**config.mk**
```make
export PLATFORM = sky130hd
export DESIGN_NAME = rotate_subtract_xor_swap_execute
export DESIGN_NICKNAME = d
export VERILOG_FILES = /design/src/rtl/rsx_pkg.sv /design/src/rtl/flag_subtract.sv /design/src/rtl/rotate_subtract_xor_swap_execute.sv
export VERILOG_INCLUDE_DIRS = /design/src /design/src/rtl
export SDC_FILE = /design/constraint.sdc
export NUM_CORES = 1
export LEC_CHECK = 0
export ABC_AREA = 1
export ABC_CLOCK_PERIOD_IN_PS = 2600
export CAP_MARGIN = 30
export CORE_MARGIN = 1
export CORE_UTILIZATION = 25
export CTS_CLUSTER_DIAMETER = 100
export DETAILED_ROUTE_END_ITERATION = 16
export DONT_BUFFER_PORTS = 1
export SYNTH_ARGS = -nofsm -noshare
export SYNTH_HDL_FRONTEND = slang
export SYNTH_SLANG_ARGS = --single-unit
```
**constraint.sdc**
```tcl
create_clock -name i_clk -period 2.6 [get_ports i_clk]
set_input_delay 0.26 -clock i_clk [delete_from_list [all_inputs] [get_ports i_clk]]
set_output_delay 0.26 -clock i_clk [all_outputs]
set_load 0.005 [all_outputs]
```
**src/rtl/rsx_defs.svh**
```systemverilog
// constants for the rotate/subtract/xor/swap execute block
// assumes: included by the package and by the execute module
`ifndef RSX_DEFS_SVH
`define RSX_DEFS_SVH

// ------------------------------------------------------------
// widths
// ------------------------------------------------------------
`define RSX_DATA_W 8
`define RSX_FADDR_W 7
`define RSX_OP_W 4
`define RSX_RADDR_W 4
`define RSX_PRESC_W 8
`define RSX_WDT_W 8

// ------------------------------------------------------------
// register offsets on the plain register port
// ------------------------------------------------------------
`define RSX_REG_ACC 4'h0
`define RSX_REG_STATUS 4'h1
`define RSX_REG_DIR_A 4'h2
`define RSX_REG_DIR_B 4'h3
`define RSX_REG_DIR_C 4'h4
`define RSX_REG_WDT 4'h5
`define RSX_REG_PRESC 4'h6
`define RSX_REG_CORE 4'h7

// ------------------------------------------------------------
// status field positions
// ------------------------------------------------------------
`define RSX_ST_C 0
`define RSX_ST_DC 1
`define RSX_ST_Z 2
`define RSX_ST_PD 3
`define RSX_ST_TO 4

// ------------------------------------------------------------
// direction-load operand codes
// ------------------------------------------------------------
`define RSX_DIR_SEL_A 7'h05
`define RSX_DIR_SEL_B 7'h06
`define RSX_DIR_SEL_C 7'h07

// ------------------------------------------------------------
// reset values
// ------------------------------------------------------------
`define RSX_RST_ACC 8'h00
`define RSX_RST_DIR 8'hff
`define RSX_RST_TO 1'b1
`define RSX_RST_PD 1'b1

`endif

```
**src/rtl/rsx_pkg.sv**
```systemverilog
// types for the rotate/subtract/xor/swap execute block
// assumes: the defs header sits on the include path
package rsx_pkg;
`include "rsx_defs.svh"

	// ------------------------------------------------------------
	// operation codes from the decoder
	// ------------------------------------------------------------
	typedef enum logic [`RSX_OP_W-1:0] {
		OP_NONE = 4'h0,
		OP_ROTATE_RIGHT = 4'h1,
		OP_LITERAL_MINUS_ACC = 4'h2,
		OP_FILE_MINUS_ACC = 4'h3,
		OP_FILE_MINUS_ACC_BORROW = 4'h4,
		OP_NIBBLE_EXCHANGE = 4'h5,
		OP_DIRECTION_LOAD = 4'h6,
		OP_LITERAL_XOR = 4'h7,
		OP_FILE_XOR = 4'h8,
		OP_SLEEP = 4'h9
	} op_t;

	typedef enum logic {
		ST_RUN = 1'b0,
		ST_SLEEP = 1'b1
	} core_state_t;

	// ------------------------------------------------------------
	// whole state of the execute module
	// ------------------------------------------------------------
	typedef struct packed {
		logic [`RSX_DATA_W-1:0] acc;
		logic carry;
		logic half_carry;
		logic zero;
		logic timeout_flag;
		logic powerdown_flag;
		logic [`RSX_DATA_W-1:0] port_a_direction;
		logic [`RSX_DATA_W-1:0] port_b_direction;
		logic [`RSX_DATA_W-1:0] port_c_direction;
		logic [`RSX_PRESC_W-1:0] presc;
		logic [`RSX_WDT_W-1:0] watchdog_counter;
		core_state_t core_state;
		logic file_we;
		logic [`RSX_FADDR_W-1:0] file_addr;
		logic [`RSX_DATA_W-1:0] file_wdata;
		logic [`RSX_DATA_W-1:0] rdata;
		logic wake_meta;
		logic wake_sync;
	} exec_state_t;

endpackage : rsx_pkg

```
**src/rtl/flag_subtract.sv**
```systemverilog
// subtractor giving difference, carry (no borrow) and half carry
// assumes: purely combinational, used by the execute module
`timescale 1ns/1ps
module flag_subtract #(
	parameter int WIDTH = 8
) (
	input wire logic [WIDTH-1:0] i_minuend, // value subtracted from
	input wire logic [WIDTH-1:0] i_subtrahend, // value subtracted
	input wire logic i_borrow, // extra one subtracted when high
	output logic [WIDTH-1:0] o_diff, // two's complement difference
	output logic o_carry, // high when no borrow out of the top bit
	output logic o_half_carry // high when no borrow out of the low half
);
	localparam int HALF = WIDTH / 2;

	logic [WIDTH:0] full;
	logic [HALF:0] low;

	initial begin
		if (WIDTH < 2 || (WIDTH % 2) != 0) begin
			$error("flag_subtract: WIDTH must be even and at least 2");
		end
	end

	// ------------------------------------------------------------
	// subtraction
	// ------------------------------------------------------------
	always_comb begin
		full = {1'b0, i_minuend} - {1'b0, i_subtrahend} - {{WIDTH{1'b0}}, i_borrow};
		low = {1'b0, i_minuend[HALF-1:0]} - {1'b0, i_subtrahend[HALF-1:0]}
			- {{HALF{1'b0}}, i_borrow};
		o_diff = full[WIDTH-1:0];
		o_carry = ~full[WIDTH];
		o_half_carry = ~low[HALF];
	end

endmodule : flag_subtract

```
**src/rtl/rotate_subtract_xor_swap_execute.sv**
```systemverilog
// execute stage for rotate, subtract, swap, xor, direction load and sleep
// assumes: decoder presents one operation per cycle with the addressed file
// register value already read; file write-back is taken one cycle later
//
// Summary of operation
// - rotate right moves old carry into bit 7, bit 0 into carry only
// - destination bit 0 writes accumulator, 1 writes addressed file register
// - literal minus accumulator result goes into the accumulator
// - subtracts set carry and half carry when no borrow, else clear
// - file minus accumulator result goes to the selected destination
// - subtract with borrow also takes the inverted carry away
// - nibble exchange swaps halves of file value, flags untouched
// - direction load copies accumulator to port a, b or c by operand 5,6,7
// - literal xor writes accumulator, changes zero flag only
// - file xor writes selected destination, changes zero flag only
// - sleep clears power-down flag and sets timeout flag
// - sleep clears the watchdog counter and its prescaler
// - after sleep the core halts with oscillator stopped, no operations until a synchronised wake request
//
// The placing of the registers and strobed register access are this design's own decisions.
`timescale 1ns/1ps
`include "rsx_defs.svh"
module rotate_subtract_xor_swap_execute
	import rsx_pkg::*;
(
	input wire logic i_clk, // core instruction clock
	input wire logic i_rst, // synchronous reset, active high
	input wire logic i_op_valid, // an operation is presented this cycle
	input wire logic [`RSX_OP_W-1:0] i_op_code, // operation code
	input wire logic [`RSX_FADDR_W-1:0] i_file_addr, // file address or direction operand
	input wire logic i_dest, // destination bit
	input wire logic [`RSX_DATA_W-1:0] i_literal, // immediate value
	input wire logic [`RSX_DATA_W-1:0] i_file_data, // value of the addressed file register
	input wire logic i_wake, // wake request from outside, asynchronous
	input wire logic [`RSX_RADDR_W-1:0] i_reg_addr, // register port address
	input wire logic [`RSX_DATA_W-1:0] i_reg_wdata, // register port write data
	input wire logic i_reg_wr, // register write strobe
	input wire logic i_reg_rd, // register read strobe
	output logic [`RSX_DATA_W-1:0] o_reg_rdata, // read data, cycle after the strobe
	output logic o_op_ready, // operations are accepted
	output logic o_file_we, // file write-back pulse
	output logic [`RSX_FADDR_W-1:0] o_file_addr, // file write-back address
	output logic [`RSX_DATA_W-1:0] o_file_wdata, // file write-back data
	output logic [`RSX_DATA_W-1:0] o_acc, // accumulator
	output logic o_carry, // carry flag
	output logic o_half_carry_flag, // half carry flag
	output logic o_zero, // zero flag
	output logic o_timeout_flag, // timeout status flag
	output logic o_powerdown_flag, // power-down status flag
	output logic [`RSX_DATA_W-1:0] o_port_a_direction, // port a direction register
	output logic [`RSX_DATA_W-1:0] o_port_b_direction, // port b direction register
	output logic [`RSX_DATA_W-1:0] o_port_c_direction, // port c direction register
	output logic [`RSX_WDT_W-1:0] o_watchdog_counter, // watchdog count
	output logic o_osc_run // main oscillator enable, low while halted
);

	exec_state_t s_reg;
	exec_state_t s_next;

	op_t op;
	logic take;
	logic [`RSX_DATA_W-1:0] sub_minuend;
	logic sub_borrow;
	logic [`RSX_DATA_W-1:0] sub_diff;
	logic sub_carry;
	logic sub_half;
	logic [`RSX_DATA_W-1:0] result;
	logic write_result;
	logic upd_carry;
	logic new_carry;
	logic upd_half;
	logic upd_zero;
	logic [`RSX_DATA_W-1:0] status_view;

	// ------------------------------------------------------------
	// elaboration checks
	// ------------------------------------------------------------
	// the nibble halves, the read view and the operand codes are laid out for these sizes
	initial begin
		if (`RSX_DATA_W != 8) begin
			$error("execute: data width must be 8");
		end
		if (`RSX_WDT_W != `RSX_DATA_W || `RSX_PRESC_W != `RSX_DATA_W) begin
			$error("execute: watchdog and prescaler must match the data width");
		end
		if (`RSX_FADDR_W < 3) begin
			$error("execute: file address too narrow for the direction operands");
		end
		if (`RSX_RADDR_W < 3) begin
			$error("execute: register address too narrow for eight offsets");
		end
		if (`RSX_ST_TO >= `RSX_DATA_W) begin
			$error("execute: status fields do not fit the data width");
		end
	end

	// ------------------------------------------------------------
	// shared subtractor
	// ------------------------------------------------------------
	always_comb begin
		op = op_t'(i_op_code);
		sub_minuend = (op == OP_LITERAL_MINUS_ACC) ? i_literal : i_file_data;
		sub_borrow = (op == OP_FILE_MINUS_ACC_BORROW) ? ~s_reg.carry : 1'b0;
	end

	flag_subtract #(
		.WIDTH(`RSX_DATA_W)
	) u_sub (
		.i_minuend(sub_minuend),
		.i_subtrahend(s_reg.acc),
		.i_borrow(sub_borrow),
		.o_diff(sub_diff),
		.o_carry(sub_carry),
		.o_half_carry(sub_half)
	);

	// ------------------------------------------------------------
	// operation result and flag selection
	// ------------------------------------------------------------
	always_comb begin
		result = s_reg.acc;
		write_result = 1'b0;
		upd_carry = 1'b0;
		new_carry = s_reg.carry;
		upd_half = 1'b0;
		upd_zero = 1'b0;
		unique case (op)
			OP_ROTATE_RIGHT: begin
				result = {s_reg.carry, i_file_data[`RSX_DATA_W-1:1]};
				new_carry = i_file_data[0];
				upd_carry = 1'b1;
				write_result = 1'b1;
			end
			OP_LITERAL_MINUS_ACC, OP_FILE_MINUS_ACC, OP_FILE_MINUS_ACC_BORROW: begin
				result = sub_diff;
				new_carry = sub_carry;
				upd_carry = 1'b1;
				upd_half = 1'b1;
				upd_zero = 1'b1;
				write_result = 1'b1;
			end
			OP_NIBBLE_EXCHANGE: begin
				result = {i_file_data[3:0], i_file_data[7:4]};
				write_result = 1'b1;
			end
			OP_LITERAL_XOR: begin
				result = s_reg.acc ^ i_literal;
				upd_zero = 1'b1;
				write_result = 1'b1;
			end
			OP_FILE_XOR: begin
				result = s_reg.acc ^ i_file_data;
				upd_zero = 1'b1;
				write_result = 1'b1;
			end
			default: begin
				result = s_reg.acc;
			end
		endcase
	end

	// ------------------------------------------------------------
	// register read view
	// ------------------------------------------------------------
	always_comb begin
		status_view = '0;
		status_view[`RSX_ST_C] = s_reg.carry;
		status_view[`RSX_ST_DC] = s_reg.half_carry;
		status_view[`RSX_ST_Z] = s_reg.zero;
		status_view[`RSX_ST_PD] = s_reg.powerdown_flag;
		status_view[`RSX_ST_TO] = s_reg.timeout_flag;
	end

	// ------------------------------------------------------------
	// next state
	// ------------------------------------------------------------
	always_comb begin
		s_next = s_reg;
		take = i_op_valid && (s_reg.core_state == ST_RUN);

		// wake request synchroniser
		s_next.wake_meta = i_wake;
		s_next.wake_sync = s_reg.wake_meta;

		s_next.file_we = 1'b0;

		// read data only in the cycle after the strobe
		s_next.rdata = '0;
		if (i_reg_rd) begin
			case (i_reg_addr)
				`RSX_REG_ACC: s_next.rdata = s_reg.acc;
				`RSX_REG_STATUS: s_next.rdata = status_view;
				`RSX_REG_DIR_A: s_next.rdata = s_reg.port_a_direction;
				`RSX_REG_DIR_B: s_next.rdata = s_reg.port_b_direction;
				`RSX_REG_DIR_C: s_next.rdata = s_reg.port_c_direction;
				`RSX_REG_WDT: s_next.rdata = s_reg.watchdog_counter;
				`RSX_REG_PRESC: s_next.rdata = s_reg.presc;
				`RSX_REG_CORE: s_next.rdata = {7'h00, s_reg.core_state == ST_SLEEP};
				default: s_next.rdata = '0;
			endcase
		end

		// software writes; an operation in the same cycle overrides them
		if (i_reg_wr) begin
			case (i_reg_addr)
				`RSX_REG_ACC: s_next.acc = i_reg_wdata;
				`RSX_REG_STATUS: begin
					s_next.carry = i_reg_wdata[`RSX_ST_C];
					s_next.half_carry = i_reg_wdata[`RSX_ST_DC];
					s_next.zero = i_reg_wdata[`RSX_ST_Z];
				end
				`RSX_REG_DIR_A: s_next.port_a_direction = i_reg_wdata;
				`RSX_REG_DIR_B: s_next.port_b_direction = i_reg_wdata;
				`RSX_REG_DIR_C: s_next.port_c_direction = i_reg_wdata;
				default: s_next.acc = s_next.acc;
			endcase
		end

		// watchdog runs only while the oscillator runs
		if (s_reg.core_state == ST_RUN) begin
			s_next.presc = s_reg.presc + 1'b1;
			if (&s_reg.presc) begin
				s_next.watchdog_counter = s_reg.watchdog_counter + 1'b1;
			end
		end

		if (s_reg.core_state == ST_SLEEP && s_reg.wake_sync) begin
			s_next.core_state = ST_RUN;
		end

		// all results and flags commit on the edge that ends the cycle
		if (take) begin
			if (write_result) begin
				if (i_dest && op != OP_LITERAL_MINUS_ACC && op != OP_LITERAL_XOR) begin
					s_next.file_we = 1'b1;
					s_next.file_addr = i_file_addr;
					s_next.file_wdata = result;
				end else begin
					s_next.acc = result;
				end
			end
			if (upd_carry) begin
				s_next.carry = new_carry;
			end
			if (upd_half) begin
				s_next.half_carry = sub_half;
			end
			if (upd_zero) begin
				s_next.zero = (result == '0);
			end
			if (op == OP_DIRECTION_LOAD) begin
				case (i_file_addr)
					`RSX_DIR_SEL_A: s_next.port_a_direction = s_reg.acc;
					`RSX_DIR_SEL_B: s_next.port_b_direction = s_reg.acc;
					`RSX_DIR_SEL_C: s_next.port_c_direction = s_reg.acc;
					default: s_next.port_a_direction = s_next.port_a_direction;
				endcase
			end
			if (op == OP_SLEEP) begin
				s_next.powerdown_flag = 1'b0;
				s_next.timeout_flag = 1'b1;
				s_next.watchdog_counter = '0;
				s_next.presc = '0;
				s_next.core_state = ST_SLEEP;
			end
		end
	end

	// ------------------------------------------------------------
	// state register
	// ------------------------------------------------------------
	always_ff @(posedge i_clk) begin
		if (i_rst) begin
			s_reg <= '0;
			s_reg.acc <= `RSX_RST_ACC;
			s_reg.timeout_flag <= `RSX_RST_TO;
			s_reg.powerdown_flag <= `RSX_RST_PD;
			s_reg.port_a_direction <= `RSX_RST_DIR;
			s_reg.port_b_direction <= `RSX_RST_DIR;
			s_reg.port_c_direction <= `RSX_RST_DIR;
			s_reg.core_state <= ST_RUN;
		end else begin
			s_reg <= s_next;
		end
	end

	// ------------------------------------------------------------
	// outputs
	// ------------------------------------------------------------
	assign o_reg_rdata = s_reg.rdata;
	assign o_op_ready = (s_reg.core_state == ST_RUN);
	assign o_osc_run = (s_reg.core_state == ST_RUN);
	assign o_file_we = s_reg.file_we;
	assign o_file_addr = s_reg.file_addr;
	assign o_file_wdata = s_reg.file_wdata;
	assign o_acc = s_reg.acc;
	assign o_carry = s_reg.carry;
	assign o_half_carry_flag = s_reg.half_carry;
	assign o_zero = s_reg.zero;
	assign o_timeout_flag = s_reg.timeout_flag;
	assign o_powerdown_flag = s_reg.powerdown_flag;
	assign o_port_a_direction = s_reg.port_a_direction;
	assign o_port_b_direction = s_reg.port_b_direction;
	assign o_port_c_direction = s_reg.port_c_direction;
	assign o_watchdog_counter = s_reg.watchdog_counter;

endmodule : rotate_subtract_xor_swap_execute

```
==> results <==
- In the final design database the tool counted 816 nets.
- Setup violations remaining at the end of the flow were counted as 0.
- The worst setup path is launched from a flip-flop.
- After detailed routing, the number of remaining DRC violations is 0.
- The total power density per cell area is 570 mW/mm².
- The post-synthesis net count is 863.
- The die height is about 150 µm.
- The minimum clock period is 2.37 ns.
- The remaining antenna violation count is 0.
- The register with the most flip-flops in the layout has 10 of them.
- The number of placement rows is 52.
- In this run the cell area measured after placement is 0.00522 mm².
- The mapped netlist covers 0.00527 mm².
- The average footprint of a synthesized cell is 6.58 µm².
- The overall overflow remaining after global route is 0.
- The type of the most critical hold path is in -> reg.
- The headroom to the max-slew limit is 0.611.
- For the worst setup path, the data required time is approximately 2.9 ns.
- The maximum number of pins on one net before global-route repair is 28.
- The first detailed-routing pass took 5 iterations.
- The buffering stage count on the worst path with inverters included is 3.
- In the global route stage, overall resource usage came out at 0.164.
- The cell count after synthesis came out at between 800 and 900.
- For this design, the sink count on the clock tree is between 70 and 80.
- The final-report hold violation count is 0.
- The initial core utilization is 0.258.
- In this run the static leakage power is 2.47 nW.
- The final routed wirelength across all metal layers is ~18 mm.
- The first global-routing pass estimated 27.2 mm of wire.
- The worst hold margin is around 0.031 ns.
- Between clock sinks in the finished design, the worst skew comes to 0.00565 ns.
- The port buffer count is 0.
- The layout has 2273 filler cells.
- For this block, the initial DRC count from the detailed router was 416.
- The die covers 0.0217 mm².
- The number of distinct library cell variants in the gate-level netlist after synthesis is 45.
- The highest clock rate is about 420 MHz.
- The buffer count from post-CTS setup fixing is 0.
- The final weighted congestion of routability-driven global placement is 0.942.
- Along the worst path, the maximum fanout reaches 2.
- The number of antenna diodes in the final layout is 0.
- The clock passes through at most 2 buffers.
- The flow ran to the end, and the final reports show no timing, DRC or antenna violations.
- The worst setup path is of the reg -> reg kind.
- Measured along the x axis, the die boundary spans 147 µm.
- TritonCTS built the clock tree.
- The kind of cell adding the most delay to the critical path is simple AND/OR/NAND/NOR gates.
- After detailed routing, the number of vias per cell comes to 4.87.
- The number of antenna violations at the first check in global routing was 0.
- The clock transition at the registers of the reported paths is ~0.06 ns.
- On the worst path, the slowest cell contributes a delay of 0.44 ns.
- The portion of the post-synthesis area used by sequential elements is 0.300.
- The clock reaches the later pin of the worst-skew pair after 0.34 ns.
- The count of final max-slew check failures is 0.
- In the finished design, the share of the clock period the worst path needs comes to 0.911.
- For the pin with the worst max-slew slack, the measured transition is 0.584 ns.
- The critical path goes through inv_1 > nand3_1 > fa_1 > inv_1 > fa_1 > inv_1 > nand2_1 > nand2_1 > a21oi_1 > nand4_1 > nor2_1 > nand2_1 > nor2_1 > nand3_1 > a21oi_2.
- The Yosys step of the flow raised 0 warnings.
- Total power for the finished layout comes to 3.16 mW.
- The final design instance area without fill is between 0.005 and 0.006 mm².
- The H-tree depth reported by CTS is 3.
- The sort of element at the end of the critical path is a flip-flop.
- Setup repair after global routing left no endpoint under its margin.
- The worst-case IR drop observed on VDD is 0.385 mV.
- The growth of design area from synthesis to finish is 5.29%.
- Clock tree synthesis selected as its root buffer the cell sky130_fd_sc_hd__clkbuf_16.
- Dividing the detail-routed wire length by the instance count gives 17.3 µm.
- The wire-length estimate of the detail-placed layout is 14.0 mm.
- The standard cell core area is just over 0.02 mm².
- Among all stages on the critical path, the largest delay is contributed by sky130_fd_sc_hd__fa_1.
- At the worst endpoint, the arrival time is 2.65 ns.
- The number of CTS-inserted buffers is 9.
- The share of post-route cells with drive strength above 1 is 0.0896.
- Max-cap violations in this run came to 0.
- The register bit count reported by yosys is 79.
- The vias after detailed routing is approximately 5000.
- The number of global-route vias before repair is 4629.
- Measured on the finished design, the core utilization comes to 0.272.
- The boundary pin count is 117.
## synthesized netlist by cell type (all sizes together)
cell type,n,area (µm²)
o21bai,3,22.5
nor3,9,50.1
nand2,157,597
dfxtp,79,1580
inv,104,390
o22ai,6,37.5
and2,1,6.26
clkinv,1,3.75
clkbuf,13,48.8
o21a,1,7.51
a31oi,3,18.8
a211oi,4,30.0
a221oi,6,52.6
o221ai,1,8.76
o211ai,8,60.1
xor2,4,35.0
conb,1,3.75
a41oi,4,35.0
a21oi,63,319
nand3b,1,7.51
nor3b,4,30.0
ha,14,175
fa,2,40.0
nand3,45,230
or2,3,18.8
nand4,11,75.1
nor2,82,348
buf,74,541
o21ai,95,479
a22o,1,8.76
o2111ai,1,8.76
## cells in the final DEF (no fill, tap or decap), types with 3 or more instances in the layout
| master | Yosys | routed |
|---|---|---|
| sky130_fd_sc_hd__nand2_2 | 3 | 3 |
| sky130_fd_sc_hd__buf_4 | 67 | 27 |
| sky130_fd_sc_hd__o211ai_1 | 8 | 8 |
| sky130_fd_sc_hd__nand2_1 | 154 | 154 |
| sky130_fd_sc_hd__nand4_1 | 10 | 10 |
| sky130_fd_sc_hd__a211oi_1 | 4 | 4 |
| sky130_fd_sc_hd__dfxtp_1 | 79 | 79 |
| sky130_fd_sc_hd__xor2_1 | 4 | 4 |
| sky130_fd_sc_hd__clkbuf_16 | 0 | 9 |
| sky130_fd_sc_hd__nor2_4 | 3 | 3 |
| sky130_fd_sc_hd__a21oi_1 | 62 | 62 |
| sky130_fd_sc_hd__a31oi_1 | 3 | 3 |
| sky130_fd_sc_hd__ha_1 | 14 | 14 |
| sky130_fd_sc_hd__inv_1 | 99 | 99 |
| sky130_fd_sc_hd__nand3_1 | 44 | 44 |
| sky130_fd_sc_hd__a221oi_1 | 6 | 6 |
| sky130_fd_sc_hd__o21ai_0 | 89 | 87 |
| sky130_fd_sc_hd__nor3b_1 | 4 | 4 |
| sky130_fd_sc_hd__inv_2 | 5 | 5 |
| sky130_fd_sc_hd__nor2_2 | 7 | 7 |
| sky130_fd_sc_hd__a41oi_1 | 4 | 4 |
| sky130_fd_sc_hd__nor3_1 | 8 | 8 |
| sky130_fd_sc_hd__o22ai_1 | 6 | 6 |
| sky130_fd_sc_hd__o21ai_1 | 5 | 7 |
| sky130_fd_sc_hd__o21bai_1 | 3 | 3 |
| sky130_fd_sc_hd__nor2_1 | 72 | 72 |
## routing by layer
layer,part of all wire,GRT usage,wire length [µm],vias to the layer above
met2,0.46,0.266,8170,204
met3,0.096,0.0450,1710,14
met5,0,0,0,-
met4,0.0080,0.0325,142,0
met1,0.44,0.218,7760,2320
li1,-,-,-,2476
## where the power goes
group	switching (mW)	leakage, nW	internal [mW]
clock network	0.545	0.154	0.777
logic	0.355	1.67	0.191
registers	0.0413	0.643	1.25
## worst paths after layout
check                                     startpoint              endpoint  slack [ns]  depth (start not counted)
worst max-delay path            o_carry$_SDFFE_PP0P_     o_zero$_SDFF_PP0_        0.23                         15
worst min-delay path                          i_wake  s_next[0]$_SDFF_PP0_        0.03                          2
worst max register to register  o_carry$_SDFFE_PP0P_     o_zero$_SDFF_PP0_        0.23                         15
worst min register to register  s_next[0]$_SDFF_PP0_   s_reg[0]$_SDFF_PP0_        0.41                          2
## repair_timing
action / CTS / global route
hold endpoints to repair: 7 / 1
endpoints found under the setup margin: 0 / 1
gates resized for setup: 0 / 1
hold buffers: 1 / 1
## cell families (layout without fill, tap and decap cells)
family	after synthesis	in the layout	synth area share
DFF	79	79	0.300
other	1	1	0.000712
and+or+nand+nor	313	313	0.259
AOI/OAI and AO/OA	196	196	0.207
adders and majority gates	16	16	0.0408
xor gates and xnor gates	4	4	0.00665
buffers and inverters	192	150	0.187
## layout make-up
class                   instances  area, µm²  share of cell area
clock buffers                  10        239              0.0431
clock inverters                 6       68.8              0.0124
inverters                     105        394              0.0710
multi-input cells             530       2710               0.487
flip-flops and latches         79       1580               0.285
well taps                     270        338              0.0609
repair buffers                 29        223              0.0401
## stage by stage
stage / instances / setup TNS [ns] / setup slack, ns
after floorplan: 801 / 0 / 0.0381
after global placement: 1011 / -0.0434 / -0.0434
after detailed placement: 1011 / -0.0517 / -0.0409
after CTS: 1028 / 0 / 0.250
after global routing: 1029 / 0 / 0.0532
final: 1029 / 0 / 0.230
No activity file was read; power rests on OpenSTA's default activity.
